File: src/pkg/lfrsf_defines.svh
`ifndef LFRSF_DEFINES_SVH
`define LFRSF_DEFINES_SVH

// register byte addresses on the bus
`define LFRSF_ADDR_CTRL          8'h20
`define LFRSF_ADDR_STATUS        8'h24
`define LFRSF_ADDR_DATA          8'h28

// status register bit positions
`define LFRSF_ST_BYTE_READY      7
`define LFRSF_ST_RX_ERROR        6
`define LFRSF_ST_CARRIER         5
`define LFRSF_ST_ID_MATCH        4
`define LFRSF_ST_OVERRUN         3
`define LFRSF_ST_EOM             2
`define LFRSF_ST_SNIFF           1
`define LFRSF_ST_ACK             0

// reset values
`define LFRSF_STATUS_RESET       8'h02
`define LFRSF_CTRL_RESET         16'h0008

// sync search limit codes and their nominal times in ms
`define LFRSF_LIMIT_NONE         2'b00
`define LFRSF_LIMIT_SHORT        2'b01
`define LFRSF_LIMIT_MID          2'b10
`define LFRSF_LIMIT_LONG         2'b11
`define LFRSF_SYNC_SHORT_MS      8
`define LFRSF_SYNC_MID_MS        24
`define LFRSF_SYNC_LONG_MS       48

// axi responses
`define LFRSF_RESP_OKAY          2'b00
`define LFRSF_RESP_SLVERR        2'b10

`endif

File: src/pkg/lfrsf_pkg.sv
package lfrsf_pkg;

  // control register layout, bit 15 down to bit 0
  typedef struct packed {
    logic [3:0] validation_count_setting; // 15:12
    logic       spare;                    // 11
    logic       register_page_select;     // 10
    logic       toggle_mode;              // 9
    logic       carrier_mode_select;      // 8
    logic       byte_ready_irq_enable;    // 7
    logic       receive_error_irq_enable; // 6
    logic       carrier_detect_irq_enable;// 5
    logic       id_match_irq_enable;      // 4
    logic       decoder_enable;           // 3
    logic       spare2;                   // 2
    logic [1:0] sync_search_limit;        // 1:0
  } lfrsf_ctrl_s;

  // strobes and byte from the detector and decoder
  typedef struct packed {
    logic       byte_done;
    logic       bit_error;
    logic       carrier_valid;
    logic       carrier_lost;
    logic       id_match;
    logic       eom_error;
    logic       sync_found;
    logic       search_start;
    logic [7:0] rx_byte;
  } lfrsf_evt_s;

  typedef enum logic [1:0] {
    TMO_IDLE,
    TMO_SEARCH,
    TMO_EXPIRED
  } lfrsf_tmo_e;

endpackage : lfrsf_pkg

File: src/lfrsf_top.sv
// Summary of operation
// two-bit sync limit picks none, 8, 24 or 48 ms search time in data mode
// no sync within the search time switches the receiver off, timed by oscillator
// reset clears the sync limit field so search runs without timeout
// complete byte sets byte ready; interrupt while flag and its enable are set
// reading the received byte register, acknowledge or reset clears byte ready
// data mode bit-time error sets receive error flag, interrupts when enabled
// carrier mode holds receive error, overrun and end-of-message flags clear
// carrier mode sets carrier flag after configured consecutive validations
// toggle mode bypasses the validation count for the carrier flag
// data mode id match sets id flag, interrupts when its enable is set
// new byte before previous was read sets overrun, no own interrupt
// stored byte with end-of-message coding error sets eom flag, no interrupt
// low power sniff bit trades current for slower transition; reset sets it
// writing one to acknowledge clears all six event flags
// acknowledge self-clears at next bus clock edge and always reads zero
// writing zero to acknowledge does nothing; reset does not touch it
// reset clears every event flag
// status reachable only with page select clear; otherwise address maps elsewhere
// carrier interrupt enable ignored in data mode unless decoder is disabled
// every new byte overwrites the received byte register
// a flag set in the same cycle as acknowledge wins over the clear
`timescale 1ns/1ps
`include "lfrsf_defines.svh"

module lfrsf_top #(
  parameter int unsigned ADDR_W           = 8, // axi address width
  parameter int unsigned OSC_TICKS_PER_MS = 1  // oscillator periods per millisecond
) (
  input  wire logic                     CLOCK,          // bus clock, 10 MHz
  input  wire logic                     RSTN,           // async reset, active low
  input  wire logic [ADDR_W-1:0]        S_AXI_AWADDR,   // write address
  input  wire logic                     S_AXI_AWVALID,  // write address valid
  output logic                          S_AXI_AWREADY,  // write address ready
  input  wire logic [31:0]              S_AXI_WDATA,    // write data
  input  wire logic [3:0]               S_AXI_WSTRB,    // write byte strobes
  input  wire logic                     S_AXI_WVALID,   // write data valid
  output logic                          S_AXI_WREADY,   // write data ready
  output logic [1:0]                    S_AXI_BRESP,    // write response
  output logic                          S_AXI_BVALID,   // write response valid
  input  wire logic                     S_AXI_BREADY,   // write response ready
  input  wire logic [ADDR_W-1:0]        S_AXI_ARADDR,   // read address
  input  wire logic                     S_AXI_ARVALID,  // read address valid
  output logic                          S_AXI_ARREADY,  // read address ready
  output logic [31:0]                   S_AXI_RDATA,    // read data
  output logic [1:0]                    S_AXI_RRESP,    // read response
  output logic                          S_AXI_RVALID,   // read data valid
  input  wire logic                     S_AXI_RREADY,   // read data ready
  input  wire lfrsf_pkg::lfrsf_evt_s    LF_EVENTS,      // detector strobes and byte
  input  wire logic                     LF_OSC_CLK,     // receiver oscillator, sampled
  output logic                          RX_SHUTDOWN,    // receiver off after timeout
  output logic                          LOW_POWER_SNIFF,// sniff current mode
  output logic                          LF_IRQ          // interrupt request, high
);
  import lfrsf_pkg::*;

  localparam int unsigned TICK_W = 16;
  localparam logic [TICK_W-1:0] SHORT_TICKS = TICK_W'(`LFRSF_SYNC_SHORT_MS * OSC_TICKS_PER_MS);
  localparam logic [TICK_W-1:0] MID_TICKS   = TICK_W'(`LFRSF_SYNC_MID_MS * OSC_TICKS_PER_MS);
  localparam logic [TICK_W-1:0] LONG_TICKS  = TICK_W'(`LFRSF_SYNC_LONG_MS * OSC_TICKS_PER_MS);
  // status reset image; only the sniff bit is stored here
  localparam logic [7:0]        STATUS_RST  = `LFRSF_STATUS_RESET;

  // reset release through two flops
  logic rst_meta_reg;
  logic rst_n;
  always_ff @(posedge CLOCK or negedge RSTN) begin
    if (!RSTN) begin
      rst_meta_reg <= 1'b0;
      rst_n        <= 1'b0;
    end else begin
      rst_meta_reg <= 1'b1;
      rst_n        <= rst_meta_reg;
    end
  end

  // input synchroniser; the byte is held stable by the decoder around its strobe
  lfrsf_evt_s evt_meta_reg;
  lfrsf_evt_s evt_sync_reg;
  lfrsf_evt_s evt_prev_reg;
  logic       osc_meta_reg;
  logic       osc_sync_reg;
  logic       osc_prev_reg;
  always_ff @(posedge CLOCK or negedge rst_n) begin
    if (!rst_n) begin
      evt_meta_reg <= '0;
      evt_sync_reg <= '0;
      evt_prev_reg <= '0;
      osc_meta_reg <= 1'b0;
      osc_sync_reg <= 1'b0;
      osc_prev_reg <= 1'b0;
    end else begin
      evt_meta_reg <= LF_EVENTS;
      evt_sync_reg <= evt_meta_reg;
      evt_prev_reg <= evt_sync_reg;
      osc_meta_reg <= LF_OSC_CLK;
      osc_sync_reg <= osc_meta_reg;
      osc_prev_reg <= osc_sync_reg;
    end
  end

  // one-cycle pulses on rising strobe edges
  logic ev_byte, ev_err, ev_valid, ev_lost, ev_id, ev_eom, ev_sync, ev_start, osc_tick;
  assign ev_byte  = evt_sync_reg.byte_done     & ~evt_prev_reg.byte_done;
  assign ev_err   = evt_sync_reg.bit_error     & ~evt_prev_reg.bit_error;
  assign ev_valid = evt_sync_reg.carrier_valid & ~evt_prev_reg.carrier_valid;
  assign ev_lost  = evt_sync_reg.carrier_lost  & ~evt_prev_reg.carrier_lost;
  assign ev_id    = evt_sync_reg.id_match      & ~evt_prev_reg.id_match;
  assign ev_eom   = evt_sync_reg.eom_error     & ~evt_prev_reg.eom_error;
  assign ev_sync  = evt_sync_reg.sync_found    & ~evt_prev_reg.sync_found;
  assign ev_start = evt_sync_reg.search_start  & ~evt_prev_reg.search_start;
  assign osc_tick = osc_sync_reg & ~osc_prev_reg;

  // axi write channel state
  logic              aw_held_reg, aw_held_next;
  logic [ADDR_W-1:0] aw_addr_reg, aw_addr_next;
  logic              w_held_reg, w_held_next;
  logic [31:0]       w_data_reg, w_data_next;
  logic [3:0]        w_strb_reg, w_strb_next;
  logic              bvalid_reg, bvalid_next;
  logic [1:0]        bresp_reg, bresp_next;
  logic              do_write;
  logic              wr_ctrl, wr_status;

  // control, data and status storage
  lfrsf_ctrl_s ctrl_reg, ctrl_next;
  logic [7:0]  rx_data_reg, rx_data_next;
  logic        dr_reg, dr_next;
  logic        er_reg, er_next;
  logic        cd_reg, cd_next;
  logic        id_reg, id_next;
  logic        ov_reg, ov_next;
  logic        eom_reg, eom_next;
  logic        sniff_reg, sniff_next;
  logic        ack_reg, ack_next;
  logic [3:0]  val_cnt_reg, val_cnt_next;
  logic        irq_reg, irq_next;

  // axi read channel state
  logic        rvalid_reg, rvalid_next;
  logic [31:0] rdata_reg, rdata_next;
  logic [1:0]  rresp_reg, rresp_next;
  logic        rd_take;
  logic        rd_data_clr;

  // timeout state
  lfrsf_tmo_e        tmo_state_reg, tmo_state_next;
  logic [TICK_W-1:0] tmo_cnt_reg, tmo_cnt_next;
  logic              shutdown_reg, shutdown_next;
  logic [TICK_W-1:0] limit_ticks;

  // address and data must both be held before the write lands
  assign S_AXI_AWREADY = ~aw_held_reg & ~bvalid_reg;
  assign S_AXI_WREADY  = ~w_held_reg & ~bvalid_reg;
  assign do_write      = aw_held_reg & w_held_reg & ~bvalid_reg;
  assign wr_ctrl       = do_write & (aw_addr_reg[7:0] == `LFRSF_ADDR_CTRL);
  assign wr_status     = do_write & (aw_addr_reg[7:0] == `LFRSF_ADDR_STATUS)
                         & ~ctrl_reg.register_page_select;

  // write channel next state
  always_comb begin
    aw_held_next = aw_held_reg;
    aw_addr_next = aw_addr_reg;
    w_held_next  = w_held_reg;
    w_data_next  = w_data_reg;
    w_strb_next  = w_strb_reg;
    bvalid_next  = bvalid_reg;
    bresp_next   = bresp_reg;
    if (S_AXI_AWVALID && S_AXI_AWREADY) begin
      aw_held_next = 1'b1;
      aw_addr_next = S_AXI_AWADDR;
    end
    if (S_AXI_WVALID && S_AXI_WREADY) begin
      w_held_next = 1'b1;
      w_data_next = S_AXI_WDATA;
      w_strb_next = S_AXI_WSTRB;
    end
    if (do_write) begin
      aw_held_next = 1'b0;
      w_held_next  = 1'b0;
      bvalid_next  = 1'b1;
      unique case (aw_addr_reg[7:0])
        `LFRSF_ADDR_CTRL, `LFRSF_ADDR_STATUS, `LFRSF_ADDR_DATA: bresp_next = `LFRSF_RESP_OKAY;
        default: bresp_next = `LFRSF_RESP_SLVERR;
      endcase
    end else if (bvalid_reg && S_AXI_BREADY) begin
      bvalid_next = 1'b0;
    end
  end

  always_ff @(posedge CLOCK or negedge rst_n) begin
    if (!rst_n) begin
      aw_held_reg <= 1'b0;
      aw_addr_reg <= '0;
      w_held_reg  <= 1'b0;
      w_data_reg  <= '0;
      w_strb_reg  <= '0;
      bvalid_reg  <= 1'b0;
      bresp_reg   <= `LFRSF_RESP_OKAY;
    end else begin
      aw_held_reg <= aw_held_next;
      aw_addr_reg <= aw_addr_next;
      w_held_reg  <= w_held_next;
      w_data_reg  <= w_data_next;
      w_strb_reg  <= w_strb_next;
      bvalid_reg  <= bvalid_next;
      bresp_reg   <= bresp_next;
    end
  end
  assign S_AXI_BVALID = bvalid_reg;
  assign S_AXI_BRESP  = bresp_reg;

  // read channel: one read in flight, answered one edge after the address
  assign S_AXI_ARREADY = ~rvalid_reg;
  assign rd_take       = S_AXI_ARVALID & ~rvalid_reg;
  assign rd_data_clr   = rd_take & (S_AXI_ARADDR[7:0] == `LFRSF_ADDR_DATA);

  always_comb begin
    rvalid_next = rvalid_reg;
    rdata_next  = rdata_reg;
    rresp_next  = rresp_reg;
    if (rd_take) begin
      rvalid_next = 1'b1;
      rresp_next  = `LFRSF_RESP_OKAY;
      unique case (S_AXI_ARADDR[7:0])
        `LFRSF_ADDR_CTRL: rdata_next = {16'h0000, ctrl_reg};
        `LFRSF_ADDR_STATUS: begin
          // page set maps this address to a register outside this block
          if (ctrl_reg.register_page_select) begin
            rdata_next = 32'h0000_0000;
          end else begin
            rdata_next = {24'h00_0000, dr_reg, er_reg, cd_reg, id_reg,
                          ov_reg, eom_reg, sniff_reg, 1'b0};
          end
        end
        `LFRSF_ADDR_DATA: rdata_next = {24'h00_0000, rx_data_reg};
        default: begin
          rdata_next = 32'h0000_0000;
          rresp_next = `LFRSF_RESP_SLVERR;
        end
      endcase
    end else if (rvalid_reg && S_AXI_RREADY) begin
      rvalid_next = 1'b0;
    end
  end

  always_ff @(posedge CLOCK or negedge rst_n) begin
    if (!rst_n) begin
      rvalid_reg <= 1'b0;
      rdata_reg  <= '0;
      rresp_reg  <= `LFRSF_RESP_OKAY;
    end else begin
      rvalid_reg <= rvalid_next;
      rdata_reg  <= rdata_next;
      rresp_reg  <= rresp_next;
    end
  end
  assign S_AXI_RVALID = rvalid_reg;
  assign S_AXI_RDATA  = rdata_reg;
  assign S_AXI_RRESP  = rresp_reg;

  // flag, control and data next values; every set term beats the ack clear
  logic data_mode, dec_on, byte_ev, cd_hit;
  always_comb begin
    data_mode    = ~ctrl_reg.carrier_mode_select;
    dec_on       = ctrl_reg.decoder_enable;
    byte_ev      = ev_byte & data_mode & dec_on;
    ctrl_next    = ctrl_reg;
    sniff_next   = sniff_reg;
    ack_next     = 1'b0;
    rx_data_next = rx_data_reg;
    val_cnt_next = val_cnt_reg;
    cd_hit       = 1'b0;
    if (wr_ctrl) begin
      if (w_strb_reg[0]) ctrl_next[7:0] = w_data_reg[7:0];
      if (w_strb_reg[1]) ctrl_next[15:8] = w_data_reg[15:8];
    end
    if (wr_status && w_strb_reg[0]) begin
      sniff_next = w_data_reg[`LFRSF_ST_SNIFF];
      ack_next   = w_data_reg[`LFRSF_ST_ACK];
    end
    if (byte_ev) rx_data_next = evt_sync_reg.rx_byte;
    // consecutive validation count, idle in toggle mode
    if (ctrl_reg.toggle_mode || data_mode || ev_lost) begin
      val_cnt_next = 4'h0;
    end else if (ev_valid) begin
      if (val_cnt_reg >= ctrl_reg.validation_count_setting) begin
        cd_hit       = 1'b1;
        val_cnt_next = 4'h0;
      end else begin
        val_cnt_next = val_cnt_reg + 4'h1;
      end
    end
    if (!data_mode && ctrl_reg.toggle_mode && ev_valid) cd_hit = 1'b1;
    // ack clears the six flags one edge after the write; sets still win
    dr_next  = byte_ev | (dr_reg & ~ack_reg & ~rd_data_clr);
    ov_next  = (byte_ev & dr_reg & ~rd_data_clr) | (ov_reg & ~ack_reg);
    eom_next = (byte_ev & ev_eom) | (eom_reg & ~ack_reg);
    er_next  = (ev_err & data_mode & dec_on) | (er_reg & ~ack_reg);
    id_next  = (ev_id & data_mode & dec_on) | (id_reg & ~ack_reg);
    cd_next  = cd_hit | (cd_reg & ~ack_reg);
    if (!data_mode) begin
      er_next  = 1'b0;
      ov_next  = 1'b0;
      eom_next = 1'b0;
    end
    // carrier enable only counts in carrier mode or with decoder off
    irq_next = (dr_reg & ctrl_reg.byte_ready_irq_enable)
             | (er_reg & ctrl_reg.receive_error_irq_enable)
             | (id_reg & ctrl_reg.id_match_irq_enable)
             | (cd_reg & ctrl_reg.carrier_detect_irq_enable & (~data_mode | ~dec_on));
  end

  always_ff @(posedge CLOCK or negedge rst_n) begin
    if (!rst_n) begin
      ctrl_reg    <= `LFRSF_CTRL_RESET;
      rx_data_reg <= 8'h00;
      dr_reg      <= 1'b0;
      er_reg      <= 1'b0;
      cd_reg      <= 1'b0;
      id_reg      <= 1'b0;
      ov_reg      <= 1'b0;
      eom_reg     <= 1'b0;
      sniff_reg   <= STATUS_RST[`LFRSF_ST_SNIFF];
      val_cnt_reg <= 4'h0;
      irq_reg     <= 1'b0;
    end else begin
      ctrl_reg    <= ctrl_next;
      rx_data_reg <= rx_data_next;
      dr_reg      <= dr_next;
      er_reg      <= er_next;
      cd_reg      <= cd_next;
      id_reg      <= id_next;
      ov_reg      <= ov_next;
      eom_reg     <= eom_next;
      sniff_reg   <= sniff_next;
      val_cnt_reg <= val_cnt_next;
      irq_reg     <= irq_next;
    end
  end

  // ack holds zero outside a write, so reset leaves it as it always reads
  always_ff @(posedge CLOCK or negedge rst_n) begin
    if (!rst_n) begin
      ack_reg <= 1'b0;
    end else begin
      ack_reg <= ack_next;
    end
  end

  // search time per limit code, counted in oscillator periods
  always_comb begin
    unique case (ctrl_reg.sync_search_limit)
      `LFRSF_LIMIT_SHORT: limit_ticks = SHORT_TICKS;
      `LFRSF_LIMIT_MID:   limit_ticks = MID_TICKS;
      `LFRSF_LIMIT_LONG:  limit_ticks = LONG_TICKS;
      `LFRSF_LIMIT_NONE:  limit_ticks = '0;
    endcase
  end

  // sync search timer; limit none never expires
  always_comb begin
    tmo_state_next = tmo_state_reg;
    tmo_cnt_next   = tmo_cnt_reg;
    shutdown_next  = shutdown_reg;
    unique case (tmo_state_reg)
      TMO_IDLE: begin
        if (ev_start && data_mode && limit_ticks != '0) begin
          tmo_state_next = TMO_SEARCH;
          tmo_cnt_next   = '0;
        end
      end
      TMO_SEARCH: begin
        if (ev_sync || !data_mode || limit_ticks == '0) begin
          tmo_state_next = TMO_IDLE;
        end else if (osc_tick) begin
          if (tmo_cnt_reg + 16'h0001 >= limit_ticks) begin
            tmo_state_next = TMO_EXPIRED;
            shutdown_next  = 1'b1;
          end else begin
            tmo_cnt_next = tmo_cnt_reg + 16'h0001;
          end
        end
      end
      TMO_EXPIRED: begin
        if (ev_start) begin
          tmo_state_next = (data_mode && limit_ticks != '0) ? TMO_SEARCH : TMO_IDLE;
          tmo_cnt_next   = '0;
          shutdown_next  = 1'b0;
        end
      end
    endcase
  end

  always_ff @(posedge CLOCK or negedge rst_n) begin
    if (!rst_n) begin
      tmo_state_reg <= TMO_IDLE;
      tmo_cnt_reg   <= '0;
      shutdown_reg  <= 1'b0;
    end else begin
      tmo_state_reg <= tmo_state_next;
      tmo_cnt_reg   <= tmo_cnt_next;
      shutdown_reg  <= shutdown_next;
    end
  end

  assign RX_SHUTDOWN     = shutdown_reg;
  assign LOW_POWER_SNIFF = sniff_reg;
  assign LF_IRQ          = irq_reg;
endmodule : lfrsf_top

File: config.mk
export PLATFORM = sky130hd
export DESIGN_NAME = lfrsf_top
export DESIGN_NICKNAME = d
export VERILOG_FILES = /design/src/pkg/lfrsf_pkg.sv /design/src/lfrsf_top.sv
export VERILOG_INCLUDE_DIRS = /design/src /design/src/pkg
export SDC_FILE = /design/constraint.sdc
export NUM_CORES = 1
export LEC_CHECK = 0
export ABC_AREA = 0
export BUFFER_PORTS_ARGS = -buffer_cell sky130_fd_sc_hd__buf_2
export CORE_ASPECT_RATIO = 1.5
export CORE_UTILIZATION = 40
export CTS_CLUSTER_DIAMETER = 100
export DETAILED_ROUTE_END_ITERATION = 6
export SLEW_MARGIN = 20
export SYNTH_ARGS = -nofsm -noshare
export SYNTH_HDL_FRONTEND = slang
export SYNTH_SLANG_ARGS = --single-unit
File: constraint.sdc
create_clock -name CLOCK -period 4.4 [get_ports CLOCK]
set_input_delay 0.22 -clock CLOCK [delete_from_list [all_inputs] [get_ports CLOCK]]
set_output_delay 0.22 -clock CLOCK [all_outputs]
set_load 0.005 [all_outputs]
## Word-level counts from Yosys, hierarchy flattened

Cells that the tools add are included.

| word-level totals | value |
|---|---|
| flip-flop bits (word level) | 167 |
| output and inout port bits | 44 |
| word-level logic and storage cells | 230 |

| cells by class | value |
|---|---|
| $add $sub $neg | 2 |
| magnitude comparators | 2 |
| equal/unequal tests | 19 |
| mux-type cells | 42 |
| bitwise gates (word level) | 67 |
| reductions and logical operators | 31 |

Operators by type and width:

| kind | count |
|---|---|
| $pmux W16 S3 | 2 |
| $mux W16 | 5 |
| $pmux W16 S4 | 1 |
| $eq A8 B6 Y1 const B | 6 |
| $and A1 B1 Y1 | 39 |
| $mux W1 | 21 |
| $not A1 Y1 | 18 |
| $add A16 B1 Y16 const B | 1 |
| $ge A16 B16 Y1 | 1 |
| $logic_not A16 Y1 | 1 |
| $reduce_bool A16 Y1 | 1 |
| $mux W2 | 7 |
| $mux W4 | 3 |
| $ne A2 B2 Y1 const B | 6 |
| $reduce_bool A2 Y1 | 6 |
| $logic_and A1 B1 Y1 | 10 |
| $or A1 B1 Y1 | 10 |
| $reduce_and A5 Y1 | 2 |
| $mux W8 | 1 |
| $eq A2 B2 Y1 const B | 3 |
| $ne A3 B3 Y1 const B | 2 |
| $pmux W2 S3 | 1 |
| $reduce_or A3 Y1 | 2 |
| $add A4 B1 Y4 const B | 1 |
| other kinds (7) | 13 |

## Depth between registers and ports, before layout

| logic depth | value |
|---|---|
| depth after elaboration | 8 |
| mapped depth | 13 |

## Worst setup path before layout

No wires, ideal clock.

| timing | value |
|---|---|
| kind | reg2reg |
| start point | register tmo_cnt_reg[2] |
| end point | register tmo_cnt_reg[10] |
| setup time | 0.119 ns |
| arrival time | 2.607 ns |
| required time | 4.281 ns |
| setup slack | 1.674 ns |
| stages on the path, launching flop included | 14 |
| path buffers | 3 |
| period minus slack after synthesis | 2.726 ns |
| cells stage by stage | dfrtp_1 buf_2 and3_1 clkbuf_1 xnor2_1 ha_1 nand3_1 nand2_1 a21o_1 a221o_1 nor4b_4 o21ai_2 buf_6 and2_1 |

| on the way | value |
|---|---|
| word-level cells in the longest chain between the ends | 5 |
| elaborated cells on any way between the ends | 8 |
| classes of those cells | add/sub (1); order compare (1); eq/ne (1); mux (4); reduce/logical (1) |

RTL lines:

| element | line | text |
|---|---|---|
| from (decl) | lfrsf_top.sv:148 | `logic [TICK_W-1:0] tmo_cnt_reg, tmo_cnt_next;` |
| from (signal assigned) | lfrsf_top.sv:402 | `tmo_cnt_reg <= tmo_cnt_next;` |
| $add A16 B1 Y16 * | lfrsf_top.sv:377, lfrsf_top.sv:381 |  |
| branches (longest 4 deep; another with $ge A16 B16 Y1) | - |  |

Every way passes the cells marked *. The select of a mux whose other input is x is not followed.
A chain may end at the register's enable or synchronous reset.

## Worst setup path in the final report

| timing | value |
|---|---|
| start point | register tmo_cnt_reg[0] |
| end point | register tmo_cnt_reg[5] |

The elaborated chain is that of the path after synthesis.

==> flow_results.org <==
** Run status
- Run status :: complete, no violations

** Floorplanning
- After floorplanning, the core was sized to cover ~15000 um2.
- The floorplan step defined a die boundary enclosing 15800 um2.
- For this configuration, the core starts out at a cell density of 40.9%.
- The initialized floorplan defines 55 standard-cell rows.
- 120 I/O pins were placed.
- Measured along the x axis, the die boundary spans just over 100 um.
- The die is 154 um tall.

** Worst setup path
- Worst Reg2Reg Path Length in Cells :: 10
- The startpoint identified for the worst register-to-register timing path is tmo_cnt_reg[0]$_DFFE_PN0P_.
- Critical Path Sink Type :: register
- STA classifies the critical path startpoint as a register.
- In this run the worst path has a maximum fanout of 12.
- The signal on the critical path passes through ha_1 > and2_1 > nand2_1 > xnor2_1 > ha_1 > a21o_1 > a221o_1 > nor4b_4 > o21ai_2 > a32o_1.
- Delay contributed by the slowest stage of the critical path :: around 560 ps
- Bufs and invs on worst path :: 0
- Critical-path cell with the highest stage delay :: sky130_fd_sc_hd__nor4b_4
- Critical Setup Path Class :: reg -> reg
- The endpoint identified for the worst register-to-register timing path is tmo_cnt_reg[5]$_DFFE_PN0P_.
- Reg-to-reg slack, setup :: 1180 ps
- Data on the critical path arrives at its endpoint at between 3000 and 4000 ps.
- Data on the critical path is required at its endpoint by 4710 ps.
- Cell class contributing the biggest share of worst-path delay :: compound AO/OA/AOI/OAI gates
- The most numerous cell type found on the critical path is sky130_fd_sc_hd__ha_1.

** Placed design
- DP Area :: between 6000 and 7000 um2
- Final weighted congestion in routability-driven placement :: 0.816
- Timing analysis after detailed placement gives a worst setup slack of around 1200 ps.
- The HPWL after detailed placement is 8.44 mm.
- Count of port buffers added during placement :: 83

** Timing
- Total count of hold-check failures in the final report :: 0
- Setup slack of the critical path after layout :: 1180 ps
- Based on the critical path, the design can be clocked at up to a little over 300 MHz.
- Subtracting the final worst setup slack from the clock period gives 3220 ps.
- Worst Tran Pin Value :: around 860 ps
- Period utilisation layout :: 73.1%
- Relative slew slack :: 42.8%
- Clock skew on the completed layout was measured at 10.1 ps.
- Max-slew violation total from the final report :: 0
- Sum of negative setup slack :: 0 ps
- Unrepaired setup endpoints after global routing :: no
- Hold slack :: 24.5 ps
- Setup violations remaining at the end of the flow were counted as 0.

** Final layout
- Layout cell share with drive strength beyond 1 :: between 20% and 30%
- Count of antenna diodes in the layout :: 0
- For this run, the post-layout net count is 693.
- The finished cells cover 7540 um2.
- Post-synthesis to final-layout area growth :: 23.0%
- The layout has ~1400 filler cells.

** Clock network
- Post-CTS resize count :: 0
- Clock-pin slew was measured on the worst setup and hold paths at 60 ps.
- CTS tree :: built
- The clock passes through at most 2 buffers.
- Clock H-tree levels :: 4
- Clock tree root driver cell :: sky130_fd_sc_hd__clkbuf_16
- Num CTS Buffers :: 17
- The tree built by TritonCTS fans out to roughly 150 sinks.
- Clock latency on the worst-skew pair :: 420 ps

** Synthesis
- Yosys warning count :: 0
- Of all flip-flops after synthesis, the portion carrying an async set or reset was 100%.
- Cell accounting for the most synthesized area :: sky130_fd_sc_hd__dfrtp_1
- Fraction of the yosys area taken by sequential cells :: between 60% and 70%
- Mean instance size in the synthesized netlist :: 12.5 um2
- In this run, synthesis inferred 0 flip-flops with an integrated enable.
- Synth top cells by count :: 147 x sky130_fd_sc_hd__dfrtp_1, 54 x sky130_fd_sc_hd__nand2_1, 49 x sky130_fd_sc_hd__mux2_2, 21 x sky130_fd_sc_hd__o21ai_0, 20 x sky130_fd_sc_hd__buf_4
- For this run, the leading register cell type out of synthesis is sky130_fd_sc_hd__dfrtp_1.
- In this run, distinct cell masters in the synthesized netlist total 55.
- Yosys instantiated no cell more often than sky130_fd_sc_hd__dfrtp_1.
- Instance count of the mapped netlist :: between 400 and 500
- Number of register bits inferred by synthesis :: 149
- Ranking of synthesized cells by area :: sky130_fd_sc_hd__dfrtp_1 60%, sky130_fd_sc_hd__mux2_2 9.0%, sky130_fd_sc_hd__nand2_1 3.3%
- The top cell type by area accounts for 60.0% of the synthesized area.
- The cell area that synthesis handed to floorplanning was approximately 6000 um2.

** Routing
- Signal routing reaches up to met4.
- Detailed-route via count :: approximately 4000
- Wire segments on met2 add up to about 6.3 mm in the final route.
- The count of nets left with antenna violations once routing finished came out at 0.
- The detailed router finished its first iteration with 133 violations.
- DRT Pass-1 Iters :: 4
- Post-detailed-route DRC marker count :: 0
- Total wire length after detailed routing :: 11.8 mm
- Dividing the detail-routed wire length by the instance count gives 14.6 um.
- Via density :: 4.89
- Routed metal-1 wire length :: 4.81 mm
- Met3 wirelength from detailed routing :: 522 um

** Power
- Dividing total power by cell area gives a power density of 508 nW/um2.
- VDD sags by at most between 0.2 and 0.3 mV.
- Summing internal, switching and leakage power gives 3830 uW.
- Static Leak :: 0.00367 uW

** Global routing
- The number of global-route vias before repair came to 4092.
- Antenna violations before repair :: 0
- Maximum number of pins on one net before global-route repair :: ~150
- Overflow left after global routing :: 0
- First-pass GRT wire length :: 19.8 mm
- Global routing consumed, over all layers together, 16.6% of the routing resources.

** Flow run
- Max-cap violations in this run came to 0.

** Worst hold path
- Hold Crit Endpoint :: w_data_reg[9]$_DFFE_PN0P_
- Hold Crit Class :: in -> reg
- Worst hold path startpoint :: S_AXI_WDATA[9]
- Counting instances, the worst hold path has a depth of 2.
## per-layer routing
metal / GRT usage [%] / up-vias
met3: 4.55 / 19
met1: 19.0 / 1949
li1: - / 1901
met5: 0 / -
met2: 28.4 / 103
met4: 7.11 / 0
## layout make-up
class,count,area [um2],share of cell area [%]
flip-flops and latches,149,3730,49.5
multi-input cells,307,2200,29.2
repair buffers,107,658,8.73
clock buffers,20,457,6.06
well taps,199,249,3.30
clock inverters,12,168,2.22
inverters,19,71.3,0.946
## how the worst max path moves through the flow
stage	from	end	slack [ps]	cells after the start
6_report	tmo_cnt_reg[0]$_DFFE_PN0P_	tmo_cnt_reg[5]$_DFFE_PN0P_	1180	10
5_1_grt	tmo_cnt_reg[0]$_DFFE_PN0P_	tmo_cnt_reg[5]$_DFFE_PN0P_	1000	10
4_1_cts	tmo_cnt_reg[0]$_DFFE_PN0P_	tmo_cnt_reg[5]$_DFFE_PN0P_	1190	10
3_5_place_dp	tmo_cnt_reg[0]$_DFFE_PN0P_	tmo_cnt_reg[5]$_DFFE_PN0P_	1220	10
3_3_place_gp	tmo_cnt_reg[0]$_DFFE_PN0P_	tmo_cnt_reg[5]$_DFFE_PN0P_	1330	10
2_1_floorplan	tmo_cnt_reg[2]$_DFFE_PN0P_	tmo_cnt_reg[10]$_DFFE_PN0P_	1670	13
## where the power goes
group          internal [uW]  total (uW)  switching, uW
logic                    305         575            270
registers               1610        1760            154
clock network            932        1500            566
total                   2840        3830            990
## worst register-to-register path: stages, from the launching register on
cell                      delay, ps
sky130_fd_sc_hd__dfrtp_1        450
sky130_fd_sc_hd__ha_1           270
sky130_fd_sc_hd__and2_1         200
sky130_fd_sc_hd__nand2_1         90
sky130_fd_sc_hd__xnor2_1        240
sky130_fd_sc_hd__ha_1           270
sky130_fd_sc_hd__a21o_1         160
sky130_fd_sc_hd__a221o_1        360
sky130_fd_sc_hd__nor4b_4        560
sky130_fd_sc_hd__o21ai_2        250
sky130_fd_sc_hd__a32o_1         260
## what timing repair did
item                                    CTS  global route
endpoints found under the setup margin    0             0
setup buffers                             0             0
endpoints found under the hold margin    21             0
hold buffers                             20             0
## cells in the final DEF, fill, tap and decap left out, drive strengths merged, types with 4 or more instances in the layout
master	synthesis	final
and3	6	6
and2	15	15
nor3b	4	4
conb	2	19
xnor2	5	5
ha	16	16
o21ai	25	25
nand3	8	8
a22oi	7	7
nand2	54	54
nand4	5	5
dlygate4sd3	0	20
nor4b	5	5
a21oi	9	9
a22o	9	9
a21o	7	7
dfrtp	147	147
inv	19	23
nor2b	6	6
buf	23	87
a32o	4	4
mux2	49	49
nor2	16	16
clkbuf	8	20
mux2i	4	4
## cells by family (layout without fill, tap and decap cells)
| family | Yosys count | in the layout | share of synthesized area, % |
|---|---|---|---|
| muxes | 53 | 53 | 9.66 |
| other | 2 | 19 | 0.123 |
| DFF | 149 | 149 | 60.9 |
| adders and majority gates | 16 | 16 | 3.27 |
| and+or+nand+nor | 132 | 132 | 11.4 |
| xor gates and xnor gates | 6 | 6 | 0.857 |
| AOI/OAI and AO/OA | 81 | 81 | 9.39 |
| buffers and inverters | 50 | 158 | 4.43 |
## through the flow
step / utilization (%) / instances
2_1_floorplan: - / 506
3_3_place_gp: 44.7 / 761
3_5_place_dp: 44.7 / 761
4_1_cts: 50.2 / 813
5_1_grt: 50.3 / 813
6_report: 50.3 / 813
(Power assumes the default switching activity.)
